File: config.mk
export PLATFORM = sky130hd
export DESIGN_NAME = exception_stacking_vectoring
export DESIGN_NICKNAME = d
export VERILOG_FILES = /design/src/hw/exc_unit_pkg.sv /design/src/hw/axil_reg_slave.sv /design/src/hw/exception_stacking_vectoring.sv
export SDC_FILE = /design/constraint.sdc
export NUM_CORES = 1
export LEC_CHECK = 0
export BUFFER_PORTS_ARGS = -buffer_cell sky130_fd_sc_hd__buf_4
export CAP_MARGIN = 30
export CORE_ASPECT_RATIO = 1.1
export CORE_MARGIN = 2
export CORE_UTILIZATION = 39
export DETAILED_ROUTE_END_ITERATION = 10
export GPL_ROUTABILITY_DRIVEN = 0
export GPL_TIMING_DRIVEN = 0
export PLACE_DENSITY = 0.68
export SYNTH_ARGS = -nofsm -noshare
export SYNTH_HDL_FRONTEND = slang
export SYNTH_HIERARCHICAL = 1
export SYNTH_SLANG_ARGS = --single-unit
export TNS_END_PERCENT = 20
File: constraint.sdc
create_clock -name clk_sys_i -period 13.9 [get_ports clk_sys_i]
set_clock_uncertainty 0.15 [all_clocks]
set_input_delay 1.39 -clock clk_sys_i [delete_from_list [all_inputs] [get_ports clk_sys_i]]
set_output_delay 1.39 -clock clk_sys_i [all_outputs]
set_load 0.01 [all_outputs]
File: src/hw/exc_unit_pkg.sv
package exc_unit_pkg;
   // ==========================================================
   // register map
   localparam logic [7:0] REG_SR = 8'h00;
   localparam logic [7:0] REG_VTB = 8'h04;
   localparam logic [7:0] REG_MSTK = 8'h08;
   localparam logic [7:0] REG_ISTK = 8'h0C;
   localparam logic [7:0] REG_PC = 8'h10;
   localparam logic [7:0] REG_EVT = 8'h14;
   localparam logic [7:0] REG_MASK = 8'h18;
   localparam logic [7:0] REG_STATE = 8'h1C;
   localparam logic [1:0] RESP_OKAY = 2'h0;
   localparam logic [1:0] RESP_SLVERR = 2'h2;
   // ==========================================================
   // status register fields
   localparam int SR_TRH_BIT = 15;
   localparam int SR_TRL_BIT = 14;
   localparam int SR_S_BIT = 13;
   localparam int SR_M_BIT = 12;
   localparam int SR_IPM_LSB = 8;
   localparam logic [15:0] SR_RESET = 16'h2700;
   localparam logic [2:0] IPM_ALL = 3'h7;
   // ==========================================================
   // event bits
   localparam int EVT_DONE = 0;
   localparam int EVT_IRQ = 1;
   localparam int EVT_HALT = 2;
   localparam int EVT_W = 3;
   // ==========================================================
   // exception processing
   typedef enum logic [1:0] {KIND_RESET, KIND_IRQ, KIND_INTERNAL, KIND_COPROC} exc_kind_type;
   typedef enum logic [2:0] {ST_IDLE, ST_IACK, ST_FRAME, ST_COPY, ST_VEC, ST_HALT} exc_state_type;
   localparam logic [4:0] FRAME_SHORT = 5'h04;
   localparam logic [4:0] FRAME_SIX = 5'h06;
   localparam logic [4:0] FRAME_MID = 5'h0A;
   localparam logic [4:0] FRAME_LONG = 5'h10;
   localparam logic [2:0] FC_SUPER_DATA = 3'h5;
   localparam logic [2:0] FC_CPU_SPACE = 3'h7;
   localparam logic [27:0] IACK_ADDR_HI = 28'hFFFFFFF;
   localparam logic [7:0] RESET_VECTOR = 8'h00;
   localparam logic [7:0] SPURIOUS_VECTOR = 8'h18;
   localparam logic [7:0] AUTOVEC_BASE = 8'h18;
endpackage : exc_unit_pkg

File: src/hw/axil_reg_slave.sv
module axil_reg_slave
   import exc_unit_pkg::*;
(
   input wire logic clk_sys_i,
   input wire logic nrst_i,
   input wire logic [7:0] awaddr_i,
   input wire logic awvalid_i,
   output logic awready_o,
   input wire logic [31:0] wdata_i,
   input wire logic [3:0] wstrb_i,
   input wire logic wvalid_i,
   output logic wready_o,
   output logic [1:0] bresp_o,
   output logic bvalid_o,
   input wire logic bready_i,
   input wire logic [7:0] araddr_i,
   input wire logic arvalid_i,
   output logic arready_o,
   output logic [31:0] rdata_o,
   output logic [1:0] rresp_o,
   output logic rvalid_o,
   input wire logic rready_i,
   output logic wr_en_o,
   output logic [7:0] wr_addr_o,
   output logic [31:0] wr_data_o,
   output logic [3:0] wr_strb_o,
   input wire logic wr_ok_i,
   output logic rd_en_o,
   output logic [7:0] rd_addr_o,
   input wire logic [31:0] rd_data_i,
   input wire logic rd_ok_i
);
   typedef struct packed {
      logic have_aw;
      logic have_w;
      logic [7:0] awaddr;
      logic [31:0] wdata;
      logic [3:0] wstrb;
      logic bvalid;
      logic [1:0] bresp;
      logic rvalid;
      logic [31:0] rdata;
      logic [1:0] rresp;
   } slave_state_type;

   slave_state_type s, next_s;

   assign awready_o = !s.have_aw && !s.bvalid;
   assign wready_o = !s.have_w && !s.bvalid;
   assign arready_o = !s.rvalid;
   assign wr_en_o = s.have_aw && s.have_w && !s.bvalid;
   assign wr_addr_o = s.awaddr;
   assign wr_data_o = s.wdata;
   assign wr_strb_o = s.wstrb;
   assign rd_en_o = arvalid_i && !s.rvalid;
   assign rd_addr_o = araddr_i;
   assign bvalid_o = s.bvalid;
   assign bresp_o = s.bresp;
   assign rvalid_o = s.rvalid;
   assign rdata_o = s.rdata;
   assign rresp_o = s.rresp;

   always_comb begin
      next_s = s;
      if (awvalid_i && awready_o) begin
         next_s.have_aw = 1'b1;
         next_s.awaddr = awaddr_i;
      end
      if (wvalid_i && wready_o) begin
         next_s.have_w = 1'b1;
         next_s.wdata = wdata_i;
         next_s.wstrb = wstrb_i;
      end
      if (wr_en_o) begin
         next_s.have_aw = 1'b0;
         next_s.have_w = 1'b0;
         next_s.bvalid = 1'b1;
         next_s.bresp = wr_ok_i ? RESP_OKAY : RESP_SLVERR;
      end
      if (s.bvalid && bready_i) begin
         next_s.bvalid = 1'b0;
      end
      if (s.rvalid && rready_i) begin
         next_s.rvalid = 1'b0;
      end
      if (rd_en_o) begin
         next_s.rvalid = 1'b1;
         next_s.rdata = rd_ok_i ? rd_data_i : 32'h00000000;
         next_s.rresp = rd_ok_i ? RESP_OKAY : RESP_SLVERR;
      end
   end

   always_ff @(posedge clk_sys_i or negedge nrst_i) begin
      if (!nrst_i) begin
         s <= '0;
      end else begin
         s <= next_s;
      end
   end
endmodule : axil_reg_slave

File: src/hw/exception_stacking_vectoring.sv
// Local design decisions: the register addresses and the AXI4-Lite interface to the registers.
module exception_stacking_vectoring
   import exc_unit_pkg::*;
(
   input wire logic clk_sys_i,
   input wire logic nrst_i,
   input wire logic [7:0] awaddr_i,
   input wire logic awvalid_i,
   output logic awready_o,
   input wire logic [31:0] wdata_i,
   input wire logic [3:0] wstrb_i,
   input wire logic wvalid_i,
   output logic wready_o,
   output logic [1:0] bresp_o,
   output logic bvalid_o,
   input wire logic bready_i,
   input wire logic [7:0] araddr_i,
   input wire logic arvalid_i,
   output logic arready_o,
   output logic [31:0] rdata_o,
   output logic [1:0] rresp_o,
   output logic rvalid_o,
   input wire logic rready_i,
   input wire logic exc_req_i,
   input wire logic [1:0] exc_kind_i,
   input wire logic [7:0] exc_vector_i,
   input wire logic [1:0] exc_point_i,
   input wire logic [31:0] exc_pc_i,
   output logic exc_busy_o,
   input wire logic [2:0] irq_level_inputs_i,
   input wire logic auto_vector_request_i,
   output logic irq_waiting_flag_o,
   output logic mem_req_o,
   output logic mem_we_o,
   output logic mem_long_o,
   output logic [2:0] mem_fc_o,
   output logic [31:0] mem_addr_o,
   output logic [15:0] mem_wdata_o,
   input wire logic [31:0] mem_rdata_i,
   input wire logic mem_ack_i,
   input wire logic mem_err_i,
   input wire logic insn_boundary_i,
   output logic [31:0] new_pc_o,
   output logic new_pc_valid_o,
   output logic status_o,
   output logic refill_o,
   output logic irq_o
);
   // ==========================================================
   // state
   typedef struct packed {
      exc_state_type st;
      logic [15:0] sr;
      logic [15:0] sr_copy;
      logic [31:0] vtb;
      logic [31:0] master_stack_pointer;
      logic [31:0] irq_stack_pointer;
      logic [31:0] pc;
      logic [31:0] exc_pc;
      exc_kind_type kind;
      logic [1:0] point;
      logic [7:0] vec;
      logic [4:0] nwords;
      logic [4:0] idx;
      logic from_master;
      logic pend;
      logic [2:0] level;
      logic [EVT_W-1:0] evt;
      logic [EVT_W-1:0] mask;
      logic req;
      logic we;
      logic long_acc;
      logic [2:0] fc;
      logic [31:0] addr;
      logic [15:0] wdata;
      logic new_pc_valid;
      logic status;
      logic refill;
   } core_state_type;

   core_state_type s, next_s;

   logic wr_en, wr_ok, rd_en, rd_ok;
   logic [7:0] wr_addr, rd_addr;
   logic [31:0] wr_data, rd_data, cur_sp, frame_addr, copy_addr;
   logic [3:0] wr_strb;
   logic [2:0] cur_ipm;
   logic irq_seen;
   logic [EVT_W-1:0] evt_set;

   // ==========================================================
   // helpers
   function automatic logic addr_ok(input logic [7:0] a);
      addr_ok = (a[1:0] == 2'h0) && (a <= REG_STATE);
   endfunction : addr_ok

   function automatic logic [31:0] merge(input logic [31:0] old, input logic [31:0] nv,
                                         input logic [3:0] strb);
      for (int b = 0; b < 4; b++) begin
         merge[b*8 +: 8] = strb[b] ? nv[b*8 +: 8] : old[b*8 +: 8];
      end
   endfunction : merge

   function automatic logic [4:0] frame_words(input exc_kind_type k, input logic [1:0] p);
      if (k == KIND_IRQ) begin
         frame_words = FRAME_SHORT;
      end else begin
         case (p)
            2'h0: frame_words = FRAME_SHORT;
            2'h1: frame_words = FRAME_SIX;
            2'h2: frame_words = FRAME_MID;
            default: frame_words = FRAME_LONG;
         endcase
      end
   endfunction : frame_words

   function automatic logic [15:0] frame_word(input core_state_type c, input logic [4:0] i);
      case (i)
         5'h00: frame_word = c.sr_copy;
         5'h01: frame_word = c.exc_pc[31:16];
         5'h02: frame_word = c.exc_pc[15:0];
         5'h03: frame_word = {2'h0, c.point, 2'h0, c.vec, 2'h0};
         default: frame_word = 16'h0000;
      endcase
   endfunction : frame_word

   // ==========================================================
   // register bus
   axil_reg_slave i_axil_reg_slave (
      .clk_sys_i(clk_sys_i),
      .nrst_i(nrst_i),
      .awaddr_i(awaddr_i),
      .awvalid_i(awvalid_i),
      .awready_o(awready_o),
      .wdata_i(wdata_i),
      .wstrb_i(wstrb_i),
      .wvalid_i(wvalid_i),
      .wready_o(wready_o),
      .bresp_o(bresp_o),
      .bvalid_o(bvalid_o),
      .bready_i(bready_i),
      .araddr_i(araddr_i),
      .arvalid_i(arvalid_i),
      .arready_o(arready_o),
      .rdata_o(rdata_o),
      .rresp_o(rresp_o),
      .rvalid_o(rvalid_o),
      .rready_i(rready_i),
      .wr_en_o(wr_en),
      .wr_addr_o(wr_addr),
      .wr_data_o(wr_data),
      .wr_strb_o(wr_strb),
      .wr_ok_i(wr_ok),
      .rd_en_o(rd_en),
      .rd_addr_o(rd_addr),
      .rd_data_i(rd_data),
      .rd_ok_i(rd_ok)
   );

   assign wr_ok = addr_ok(wr_addr);
   assign rd_ok = addr_ok(rd_addr);

   always_comb begin
      case (rd_addr)
         REG_SR: rd_data = {16'h0000, s.sr};
         REG_VTB: rd_data = s.vtb;
         REG_MSTK: rd_data = s.master_stack_pointer;
         REG_ISTK: rd_data = s.irq_stack_pointer;
         REG_PC: rd_data = s.pc;
         REG_EVT: rd_data = {29'h0, s.evt};
         REG_MASK: rd_data = {29'h0, s.mask};
         REG_STATE: rd_data = {16'h0, s.vec, s.level, 2'h0, s.st};
         default: rd_data = 32'h00000000;
      endcase
   end

   // ==========================================================
   // outputs
   assign exc_busy_o = (s.st != ST_IDLE);
   assign irq_waiting_flag_o = s.pend;
   assign mem_req_o = s.req;
   assign mem_we_o = s.we;
   assign mem_long_o = s.long_acc;
   assign mem_fc_o = s.fc;
   assign mem_addr_o = s.addr;
   assign mem_wdata_o = s.wdata;
   assign new_pc_o = s.pc;
   assign new_pc_valid_o = s.new_pc_valid;
   assign status_o = s.status;
   assign refill_o = s.refill;
   assign irq_o = |(s.evt & s.mask);

   // ==========================================================
   // exception sequencer
   assign cur_ipm = s.sr[SR_IPM_LSB +: 3];
   // level 7 is taken even against a full mask
   assign irq_seen = (irq_level_inputs_i > cur_ipm) || (irq_level_inputs_i == IPM_ALL);
   assign cur_sp = s.from_master ? s.master_stack_pointer : s.irq_stack_pointer;
   assign frame_addr = cur_sp - {26'h0, s.nwords, 1'b0} + {26'h0, s.idx, 1'b0};
   assign copy_addr = s.irq_stack_pointer - {26'h0, FRAME_SHORT, 1'b0} + {26'h0, s.idx, 1'b0};

   always_comb begin
      next_s = s;
      evt_set = '0;
      next_s.new_pc_valid = 1'b0;
      next_s.refill = 1'b0;
      next_s.status = 1'b0;
      if (wr_en && wr_ok) begin
         case (wr_addr)
            REG_SR: next_s.sr = 16'(merge({16'h0, s.sr}, wr_data, wr_strb));
            REG_VTB: next_s.vtb = merge(s.vtb, wr_data, wr_strb);
            REG_MSTK: next_s.master_stack_pointer =
               merge(s.master_stack_pointer, wr_data, wr_strb);
            REG_ISTK: next_s.irq_stack_pointer = merge(s.irq_stack_pointer, wr_data, wr_strb);
            REG_EVT: next_s.evt = s.evt & ~wr_data[EVT_W-1:0];
            REG_MASK: next_s.mask = wr_data[EVT_W-1:0];
            default: next_s.mask = s.mask;
         endcase
      end
      next_s.pend = irq_seen;
      case (s.st)
         ST_IDLE: begin
            next_s.status = insn_boundary_i;
            if ((exc_req_i && exc_kind_i == KIND_RESET) || irq_seen || exc_req_i) begin
               if (exc_req_i && exc_kind_i == KIND_RESET) begin
                  next_s.kind = KIND_RESET;
               end else if (irq_seen) begin
                  next_s.kind = KIND_IRQ;
               end else begin
                  next_s.kind = exc_kind_type'(exc_kind_i);
               end
               next_s.sr_copy = s.sr;
               next_s.sr[SR_S_BIT] = 1'b1;
               next_s.sr[SR_TRH_BIT] = 1'b0;
               next_s.sr[SR_TRL_BIT] = 1'b0;
               next_s.exc_pc = exc_pc_i;
               next_s.point = exc_point_i;
               next_s.nwords = frame_words(next_s.kind, exc_point_i);
               next_s.from_master = s.sr[SR_M_BIT];
               next_s.idx = 5'h00;
               next_s.status = 1'b1;
               case (next_s.kind)
                  KIND_RESET: begin
                     next_s.sr[SR_IPM_LSB +: 3] = IPM_ALL;
                     next_s.sr[SR_M_BIT] = 1'b0;
                     next_s.vec = RESET_VECTOR;
                     next_s.st = ST_VEC;
                  end
                  KIND_IRQ: begin
                     next_s.level = irq_level_inputs_i;
                     next_s.sr[SR_IPM_LSB +: 3] = irq_level_inputs_i;
                     next_s.pend = 1'b1;
                     evt_set[EVT_IRQ] = 1'b1;
                     next_s.st = ST_IACK;
                  end
                  default: begin
                     next_s.vec = exc_vector_i;
                     next_s.st = ST_FRAME;
                  end
               endcase
            end
         end
         ST_IACK: begin
            // still waiting until the acknowledge cycle ends
            next_s.pend = !(s.req && (mem_ack_i || mem_err_i));
            if (!s.req) begin
               next_s.req = 1'b1;
               next_s.we = 1'b0;
               next_s.long_acc = 1'b0;
               next_s.fc = FC_CPU_SPACE;
               next_s.addr = {IACK_ADDR_HI, s.level, 1'b1};
            end else if (mem_ack_i || mem_err_i) begin
               next_s.req = 1'b0;
               if (mem_err_i) begin
                  next_s.vec = SPURIOUS_VECTOR;
               end else if (auto_vector_request_i) begin
                  next_s.vec = AUTOVEC_BASE + {5'h00, s.level};
               end else begin
                  next_s.vec = mem_rdata_i[7:0];
               end
               next_s.st = ST_FRAME;
            end
         end
         ST_FRAME: begin
            if (!s.req) begin
               next_s.req = 1'b1;
               next_s.we = 1'b1;
               next_s.long_acc = 1'b0;
               next_s.fc = FC_SUPER_DATA;
               next_s.addr = frame_addr;
               next_s.wdata = frame_word(s, s.idx);
            end else if (mem_err_i) begin
               next_s.req = 1'b0;
               next_s.st = ST_HALT;
            end else if (mem_ack_i) begin
               next_s.req = 1'b0;
               next_s.idx = s.idx + 5'h01;
               if (s.idx == s.nwords - 5'h01) begin
                  next_s.idx = 5'h00;
                  if (s.from_master) begin
                     next_s.master_stack_pointer = frame_addr - {26'h0, s.idx, 1'b0};
                  end else begin
                     next_s.irq_stack_pointer = frame_addr - {26'h0, s.idx, 1'b0};
                  end
                  if (s.kind == KIND_IRQ && s.from_master) begin
                     next_s.sr[SR_M_BIT] = 1'b0;
                     next_s.st = ST_COPY;
                  end else begin
                     next_s.st = ST_VEC;
                  end
               end
            end
         end
         ST_COPY: begin
            if (!s.req) begin
               next_s.req = 1'b1;
               next_s.we = 1'b1;
               next_s.long_acc = 1'b0;
               next_s.fc = FC_SUPER_DATA;
               next_s.addr = copy_addr;
               next_s.wdata = frame_word(s, s.idx);
            end else if (mem_err_i) begin
               next_s.req = 1'b0;
               next_s.st = ST_HALT;
            end else if (mem_ack_i) begin
               next_s.req = 1'b0;
               next_s.idx = s.idx + 5'h01;
               if (s.idx == FRAME_SHORT - 5'h01) begin
                  next_s.irq_stack_pointer = copy_addr - {26'h0, s.idx, 1'b0};
                  next_s.st = ST_VEC;
               end
            end
         end
         ST_VEC: begin
            if (!s.req) begin
               next_s.req = 1'b1;
               next_s.we = 1'b0;
               next_s.long_acc = 1'b1;
               next_s.fc = FC_SUPER_DATA;
               next_s.addr = s.vtb + {22'h0, s.vec, 2'h0};
            end else if (mem_err_i) begin
               next_s.req = 1'b0;
               next_s.st = ST_HALT;
            end else if (mem_ack_i) begin
               next_s.req = 1'b0;
               next_s.pc = mem_rdata_i;
               next_s.new_pc_valid = 1'b1;
               next_s.refill = 1'b1;
               evt_set[EVT_DONE] = 1'b1;
               next_s.st = ST_IDLE;
            end
         end
         ST_HALT: begin
            // fault while stacking or fetching the vector: sequencer stops until reset
            next_s.status = 1'b1;
            evt_set[EVT_HALT] = 1'b1;
         end
         default: begin
            next_s.st = ST_IDLE;
         end
      endcase
      // a new event wins over a clearing write
      next_s.evt = next_s.evt | evt_set;
   end

   always_ff @(posedge clk_sys_i or negedge nrst_i) begin
      if (!nrst_i) begin
         s <= '0;
         s.st <= ST_IDLE;
         s.sr <= SR_RESET;
      end else begin
         s <= next_s;
      end
   end
endmodule : exception_stacking_vectoring

[After elaboration in Yosys (flattened, before gate mapping)]
Cells that the tools add are included.
W data, S select, Z words.
Cells by class
  equality and inequality tests: 46
  bitwise gates (word level): 6
  reductions and logical operators: 58
  multiplexer cells: 115
  $lt $le $gt $ge: 3
  add/sub/neg operators: 10
Operator list (count)
  $mux W32: 11
  $mux W64: 5
  $pmux W32 S8: 1
  $pmux W38 S4: 1
  $mux W8: 14
  $mux W53: 2
  $sub A32 B6 Y32: 3
  $mux W37: 2
  $add A32 B6 Y32: 2
  $pmux W16 S4: 1
  $pmux W32 S2: 1
  $mux W3: 20
  $eq A8 B5 Y1 const B: 6
  $mux W5: 8
  $mux W35: 1
  $add A32 B10 Y32: 1
  $eq A8 B4 Y1 const B: 4
  $mux W16: 2
  $pmux W16 S2: 1
  $pmux W8 S2: 2
  $sub A32 B4 Y32 const B: 1
  $ne A2 B2 Y1 const B: 15
  $pmux W5 S3: 2
  $mux W1: 24
  other kinds (44): 108
Storage, ports and cells
  logic and storage cells: 279
  output and inout port bits: 133
  input bits: 143
  register bits: 368

[Depth between registers and ports, before layout]
Gate-level depths: netlist of the first run.
  depth after elaboration: 11
  depth in mapped cells: 23

[Hierarchy]
The synthesis of the first run kept the hierarchy.
Modules (own cells, without submodules)
  exception_stacking_vectoring: cells an instance 2374, instances 1, area an instance 20483.4 µm²
  axil_reg_slave: cells an instance 343, instances 1, area an instance 4023.9 µm²

[Worst setup path after synthesis of the first run]
OpenSTA, ideal clock, no wires.
  kind: reg2reg
  start: reg, netlist name s[262]
  end: reg s[184] (netlist name)
  period minus slack after synthesis: 5.533 ns
  path buffers: 4
  required time: 13.619 ns
  cell stages (with the launch flop): 20
  setup time: 0.131 ns
  setup slack: 8.367 ns
  data arrival time: 5.252 ns
  cells stage by stage: dfrtp_1 -> clkbuf_1 -> buf_1 -> buf_1 -> mux2i_1 -> fa_1 -> inv_1 -> ha_1 -> a21o_1 -> a211o_1 -> o2111a_1 -> a211oi_4 -> xnor2_1 -> or4_4 -> or4b_1 -> buf_2 -> nor4_1 -> xor2_1 -> a21oi_1 -> o21ai_1
RTL lines
  end signal: assignment: line exception_stacking_vectoring.sv:372  | s <= next_s;
  end: declaration: line exception_stacking_vectoring.sv:81  | core_state_type s, next_s;

==> metrics.txt, run 1 <==
worst hold path class=flop to flop; register area share after synthesis=37.09%; Slew @ Worst Pin=1113 ps; Detailed Routing Iterations Pass 1=7; CP max FO=10; ys flop type=dfrtp_1; area post-placement=27660 sq um; Die H=266.9 um; Fin Hold WS=329.0 ps; critical path class=flop to flop; pin count of the biggest net entering global routing=117; Setup Viol. Count Final=0; Die Area=64860 sq um; Async SR Flop Fraction=100.0%; Mean Syn Cell Area=9.020 sq um; Worst Path Required=14170 ps; Residual DRC=0; Max clock buf depth=3; nets@finish=3276; Gate Count Post-Synth=2717; Core Util, Final=46.64%; post-layout minimum cycle time=7947 ps; WL per Instance=22.44 um; CTS tree=built; total track usage=26.31%; Inserted Clock Buffers=39; Layout Cells excl Fill=3890; DR iter-0 viols=2267; Die X=243.0 um; Avg Vias per Cell=5.656; clock slew at reported path FFs=70 ps; I/O pin count=276; Rows=96; Area growth syn-to-layout=18.42%; commonest non-fill, non-tap cells in the layout=buf_4, nand2_1, dfrtp_1, inv_1, mux2_2; commonest non-fill, non-tap cell in the layout=buf_4; Yosys warnings=6; vias in the first global route=21.10k; status=finished, final reports clean; setup TNS=0 ps; clk root buf=clkbuf_16; Post-synth EDFFs=0; global route overflow=0; first-pass GRT wire length=130400 um; # Post-CTS Setup Buffers=0; post-cts sizing count=0; initial antenna violation count=0; Initial Utilization=39.39%; Placeable Area=62220 sq um; Setup crit start kind=flop; Arr. time, crit path=8220 ps; dpl hpwl=69300 um; Seq cells post-synth=363; post-synthesis instance area=24510 sq um; Worst slew margin=25.63%; max cap viols=0; Pwr per Cell Area=242.5 nW/um^2; Port Buf Inserts=264; # clock sinks=363; Final Instance Area=29020 sq um; Worst setup EP type=flop; Yosys cell types=89; Post-CTS Hold Buffers=0; Vias=22.00k; leakage=13.69 nW; RSZ-0062 raised after global routing=no; worst-skew pair later-pin latency=590 ps; Pins Over Slew Limit=0; fmax=125.8 MHz; final wirelength=87280 um; proportion of layout cells with a drive suffix above 1=22.64%; Tcrit/Tclk final=57.18%; Final Hold Vio Count=0; dpl cells=3821; Routed Antenna Nets=0; CTS H-tree depth=2; Peak VDD IR=0.0001307 V; antenna diode count=0
-- sequential cells by signal, summed over array words and instances (netlist names), 2 cells and up --
signal / flops
s: 190
i_axil_reg_slave/rdata_o: 32
i_axil_reg_slave/wr_data_o: 32
mem_addr_o: 32
new_pc_o: 32
mem_wdata_o: 16
i_axil_reg_slave/wr_addr_o: 8
i_axil_reg_slave/wr_strb_o: 4
cur_ipm: 3
i_axil_reg_slave/s: 2
mem_fc_o: 2
-- where the power goes --
| group | internal [mW] | switching [mW] |
|---|---|---|
| clock network | 0.659 | 0.471 |
| logic | 1.64 | 2.62 |
| registers | 1.36 | 0.282 |
| total | 3.66 | 3.37 |
-- synthesized netlist by cell type (7+ instances only) --
library cell | instances | area, sq um
a211oi_1 | 12 | 90.09
o21a_1 | 45 | 337.8
a22oi_1 | 65 | 488.0
nor2_1 | 141 | 529.3
clkbuf_1 | 98 | 367.9
nor3_1 | 55 | 275.3
fa_1 | 9 | 180.2
o211ai_1 | 12 | 90.09
and2_1 | 22 | 137.6
buf_1 | 12 | 45.04
a222oi_1 | 29 | 290.3
nand3_1 | 59 | 295.3
nor4_1 | 10 | 62.56
or2_2 | 9 | 56.30
xnor2_1 | 74 | 648.1
and3_1 | 30 | 187.7
buf_4 | 172 | 1291
a21boi_0 | 7 | 52.55
o21ai_0 | 119 | 595.6
o31ai_1 | 12 | 90.09
o21ai_1 | 10 | 50.05
nand2b_1 | 18 | 112.6
xor2_1 | 53 | 464.2
o22ai_1 | 7 | 43.79
nand2_1 | 402 | 1509
o21bai_1 | 10 | 75.07
mux2_2 | 146 | 1644
o221ai_1 | 32 | 280.3
a21oi_1 | 132 | 660.6
a21o_1 | 32 | 240.2
mux2i_1 | 103 | 1031
inv_1 | 150 | 563.0
nand4_1 | 11 | 68.82
a31oi_1 | 10 | 62.56
ha_1 | 95 | 1189
a221oi_1 | 9 | 78.83
nor2b_1 | 19 | 118.9
or3_1 | 14 | 87.58
dfrtp_1 | 359 | 8984
-- per-layer routing --
layer	vias to the layer above	wire, um	GRT usage, %
li1	10030	-	-
met3	239	7487	4.857
met5	-	0	0
met1	10650	35120	33.67
met2	1082	39600	42.35
met4	0	5072	13.83
-- worst max-delay path, cell delays in order, from the launching register on --
cell and delay [ps]:
dfrtp_1 420, clkbuf_1 710, buf_1 850, buf_1 700, mux2i_1 430, fa_1 520
fa_1 420, nor2b_1 190, o2111ai_1 310, a31o_2 400, a2111oi_0 850, o31ai_1 190
and2_1 250, or3_1 430, or3_1 310, nor3_1 260, xor2_1 240, o221ai_1 130
-- cell families after synthesis --
| kind of cell | after synthesis | synth area share [%] |
|---|---|---|
| compound gates | 600 | 16.57 |
| xor+xnor | 127 | 4.539 |
| fa+ha+maj | 104 | 5.585 |
| buf+inv | 444 | 9.726 |
| flops | 363 | 37.09 |
| mux | 252 | 11.05 |
| other cells | 1 | 0.01530 |
| simple gates | 826 | 15.43 |
-- final cells by class --
cell class,count,area [sq um]
inverter,151,566.8
clock inverter,17,257.7
tap,833,1042
timing repair buffer,270,2092
fill,6116,33200
clock buffer,52,1105
sequential,363,9089
buffer,293,1817
multi-input combinational,1911,13050
-- final timing paths --
| kind | from | end | slack (ps) | depth (start not counted) |
|---|---|---|---|---|
| max | s[262] | s[185] | 5950 | 17 |
| min | s[98] | s[98] | 330 | 2 |
| max reg2reg | s[262] | s[185] | 5950 | 17 |
| min reg2reg | s[98] | s[98] | 330 | 2 |
| max in group asynchronous | nrst_i | i_axil_reg_slave/bresp_o[1] | 11480 | 3 |
| min in group asynchronous | nrst_i | i_axil_reg_slave/rvalid_o | 580 | 1 |
-- through the flow --
step           power (mW)  worst slack (ps)
6_report            7.038              5953
5_1_grt             7.424              5563
4_1_cts             6.929              6227
3_5_place_dp        5.792              6309
3_3_place_gp        5.729              6203
2_1_floorplan       4.363              8367
Note: power is estimated with default switching activity, not from simulation.
==> run 2: changes to the inputs <==
- PLACE_DENSITY: 0.68 -> 0.7
- clock period: 13.9 -> 7.2 ns (I/O delays scaled with it)
==> metrics.txt, run 2 (synthesized netlist as in run 1, its figures left out) <==
status=finished, final reports clean; worst-skew pair later-pin latency=610 ps; # Post-CTS Setup Buffers=0; CTS H-tree depth=2; dpl ws=-488.0 ps; global route overflow=0; initial antenna violation count=1; proportion of layout cells with a drive suffix above 1=22.70%; I/O pin count=276; Rows=96; clock slew at reported path FFs=70 ps; Vias=22.02k; Inserted Clock Buffers=39; Port Buf Inserts=264; r2r endpoint=s[185]; vias in the first global route=21.26k; Final Hold Vio Count=0; Setup Viol. Count Final=0; Worst setup EP type=flop; CP max FO=11; Initial Utilization=39.39%; RSZ-0062 raised after global routing=no; clk root buf=clkbuf_16; DR iter-0 viols=2463; WL per Instance=22.22 um; final total power=13.44 mW; CTS tree=built; Largest register FFs=190; post-layout worst setup margin=370.8 ps; Max clock buf depth=3; pin count of the biggest net entering global routing=113; Pwr per Cell Area=464.0 nW/um^2; total track usage=26.07%; Placeable Area=62220 sq um; Tcrit/Tclk final=94.85%; Die H=266.9 um; nets@finish=3275; post-layout minimum cycle time=6829 ps; commonest non-fill, non-tap cell in the layout=buf_4; Residual DRC=0; worst r2r path cells=16; max cap viols=0; Core Util, Final=46.57%; Peak VDD IR=0.0002637 V; critical path class=flop to flop; Worst Path Required=7480 ps; Largest Register=s; worst hold path class=input pin to asynchronous set/reset pin; Die Area=64860 sq um; reg2reg setup slack=370 ps; Routed Antenna Nets=0; # clock sinks=363; Setup crit start kind=flop; dpl hpwl=68980 um; first-pass GRT wire length=129700 um; final wirelength=86470 um; Area growth syn-to-layout=18.23%; leakage=13.66 nW; Pins Over Slew Limit=0; Avg Vias per Cell=5.657; r2r startpoint=s[262]; Die X=243.0 um; Detailed Routing Iterations Pass 1=8; Arr. time, crit path=7110 ps; commonest non-fill, non-tap cells in the layout=buf_4, nand2_1, dfrtp_1, inv_1, mux2_2; fmax=146.4 MHz; Worst slew margin=23.92%; Slew @ Worst Pin=1137 ps
[run 2: power breakdown]
group	internal, mW	leakage (nW)	switching (mW)
logic	3.17	8.54	5.00
registers	2.63	4.48	0.563
clock network	1.18	0.649	0.901
[run 2: final cells by class]
type                    instances  area, sq um
diodes                          2        5.005
plain buffers                 292         1815
clock buffers                  55         1126
clock inverters                15        186.4
fillers                      5994        33240
inverters                     151        566.8
multi-input cells            1911        13050
flip-flops and latches        363         9090
well taps                     833         1042
repair buffers                270         2092
[run 2: critical path, cell delays in order, from the launching register on]
cell and delay [ps]:
dfrtp_2 670, clkbuf_2 500, buf_2 430, mux2i_1 410, fa_1 530, fa_1 430, nor2b_1 180, o2111ai_1 300
a31o_2 390, a2111oi_0 860, o31ai_1 190, and2_1 250, or3_1 420, or3_1 310, nor3_1 300, xor2_1 220
o221ai_1 130
[run 2: layer usage]
layer  GRT usage, %  vias to the layer above  wire length, um
met5              0                        -                0
met4          15.57                        0             5765
met3          5.078                      269             8042
met2          41.42                     1166            38690
met1          32.94                    10540            33970
li1               -                    10040                -
[run 2: stage by stage]
step | setup TNS [ps] | area (sq um) | instances | hold slack [ps]
finish | 0 | 28980 | 3892 | 6.312
global route | 0 | 28970 | 3890 | 30.85
CTS | 0 | 28970 | 3890 | 22.80
detailed placement | -4043 | 27660 | 3821 | 312.7
global placement | -6468 | 27540 | 3815 | 309.0
floorplan | 0 | 24510 | 2718 | 274.4
[run 2: worst max-delay path by stage]
stage,slack (ps),start,cells past startpoint,endpoint
finish,370,s[262],16,s[185]
global route,150,s[262],21,s[185]
detailed placement,-490,s[262],17,s[185]
floorplan,1670,s[262],19,s[184]
global placement,-590,s[262],19,s[185]
CTS,30,s[262],16,s[185]
[run 2: timing repair]
action,4_1_cts,5_1_grt
endpoints found under the hold margin,0,0
endpoints found under the setup margin,19,14
resized for setup,2,2
hold buffers,0,0
==> run 3: changes to the inputs <==
- BUFFER_PORTS_ARGS: -buffer_cell sky130_fd_sc_hd__buf_4 -> -buffer_cell sky130_fd_sc_hd__clkbuf_2
- CORE_ASPECT_RATIO: 1.1 -> 0.75
==> metrics.txt, run 3 (synthesized netlist as in run 1, its figures left out) <==
status=finished, final reports clean; Vias=22.20k; DR iter-0 viols=3056; Die H=221.1 um; area post-placement=27000 sq um; Area growth syn-to-layout=15.92%; # Post-CTS Setup Buffers=0; CP max FO=19; fillers=5987; Final Instance Area=28410 sq um; Die X=293.5 um; commonest non-fill, non-tap cell in the layout=nand2_1; nets@finish=3282; first-pass GRT wire length=130000 um; Slew @ Worst Pin=1027 ps; proportion of layout cells with a drive suffix above 1=22.72%; post-layout minimum cycle time=6908 ps; pin count of the biggest net entering global routing=112; Peak VDD IR=0.0002805 V; Largest register FFs=190; Final Hold Vio Count=0; max cap viols=0; leakage=13.52 nW; I/O pin count=276; Initial Utilization=39.48%; setup TNS=0 ps; critical path class=flop to flop; Placeable Area=62070 sq um; RSZ-0062 raised after global routing=no; dpl hpwl=69610 um; Max clock buf depth=3; Worst Path Required=7470 ps; Setup Viol. Count Final=0; WL per Instance=22.42 um; post-layout worst setup margin=292.0 ps; Avg Vias per Cell=5.720; Worst slew margin=30.99%; clock slew at reported path FFs=60 ps; Inserted Clock Buffers=42; Pwr per Cell Area=476.5 nW/um^2; Residual DRC=0; global route overflow=0; fmax=144.8 MHz; Core Util, Final=45.77%; commonest non-fill, non-tap cells in the layout=nand2_1, dfrtp_1, clkbuf_2, buf_4, inv_1; dpl ws=3.483 ps; clk root buf=clkbuf_16; Rows=79; Detailed Routing Iterations Pass 1=7; Pins Over Slew Limit=0; CTS H-tree depth=2; Arr. time, crit path=7180 ps; Die Area=64880 sq um; reg2reg setup slack=290 ps; Largest Register=s; # clock sinks=363; final wirelength=87010 um; Port Buf Inserts=264; worst hold path class=input pin to flop; CTS tree=built; Routed Antenna Nets=0; Setup crit start kind=flop; Worst setup EP type=flop; initial antenna violation count=2; worst-skew pair later-pin latency=610 ps; vias in the first global route=20.77k; Tcrit/Tclk final=95.94%; total track usage=26.30%
## run 3: cell types whose count changed in the layout (fill, tap and decap cells not counted), sizes merged
cell	change
buf	-262
clkbuf	+268
clkdlybuf4s15	+1
clkinv	+1
clkinvlp	+3
diode	+1
dlygate4sd3	+1
inv	-1
## run 3: worst max-delay path, cell delays in order (launching register included)
cell and delay [ps]:
dfrtp_1 410, clkbuf_1 440, buf_2 510, mux2i_1 540
ha_1 460, fa_1 500, nor2b_1 180, o21a_1 130
nor2_1 50, xnor2_1 230, ha_1 320, a221oi_1 480
nand4_1 240, nor2_1 260, nor4b_2 340, or3b_1 480
nor3_1 290, xor2_1 430, o221ai_1 250
## run 3: repair_timing
action / 4_1_cts / 5_1_grt
setup endpoints to repair: 1 / 11
pin swaps: 0 / 0
hold endpoints to repair: 22 / 0
gates resized for setup: 1 / 0
hold buffers: 1 / 0
## run 3: final cells by class
cell class | count | area, sq um | area share, %
timing repair buffer | 274 | 1476 | 5.197
sequential | 363 | 9089 | 31.99
multi-input combinational | 1911 | 13050 | 45.94
buffer | 292 | 1814 | 6.386
tap | 810 | 1013 | 3.567
clock buffer | 59 | 1165 | 4.100
clock inverter | 18 | 226.5 | 0.7971
antenna | 3 | 7.507 | 0.02642
inverter | 151 | 566.8 | 1.995
## run 3: stage by stage
| stage | instances | hold slack (ps) | power [mW] |
|---|---|---|---|
| global route | 3880 | 136.6 | 14.30 |
| floorplan | 2718 | 274.4 | 8.423 |
| global placement | 3792 | 308.6 | 10.88 |
| detailed placement | 3800 | 314.1 | 10.98 |
| finish | 3881 | 135.6 | 13.54 |
| CTS | 3878 | 118.3 | 13.23 |
## run 3: worst paths after layout
check                                from                          end  cells past startpoint
max                                s[262]                       s[185]                     18
min                              bready_i    i_axil_reg_slave/bvalid_o                      2
max reg2reg                        s[262]                       s[185]                     18
min reg2reg                mem_wdata_o[2]               mem_wdata_o[2]                      1
max in group asynchronous          nrst_i  i_axil_reg_slave/rdata_o[1]                      4
min in group asynchronous          nrst_i               mem_addr_o[30]                      2
## run 3: per-layer routing
metal	global-route usage, %	part of all wire [%]
met2	35.77	40
met3	9.673	14
met5	0	0
met1	38.37	43
met4	7.933	3.2
## run 3: power by group
| group | total [mW] | switching (mW) | internal [mW] |
|---|---|---|---|
| combinational | 8.20 | 5.17 | 3.03 |
| sequential | 3.16 | 0.538 | 2.63 |
| clock | 2.17 | 0.952 | 1.22 |
| total | 13.5 | 6.66 | 6.88 |
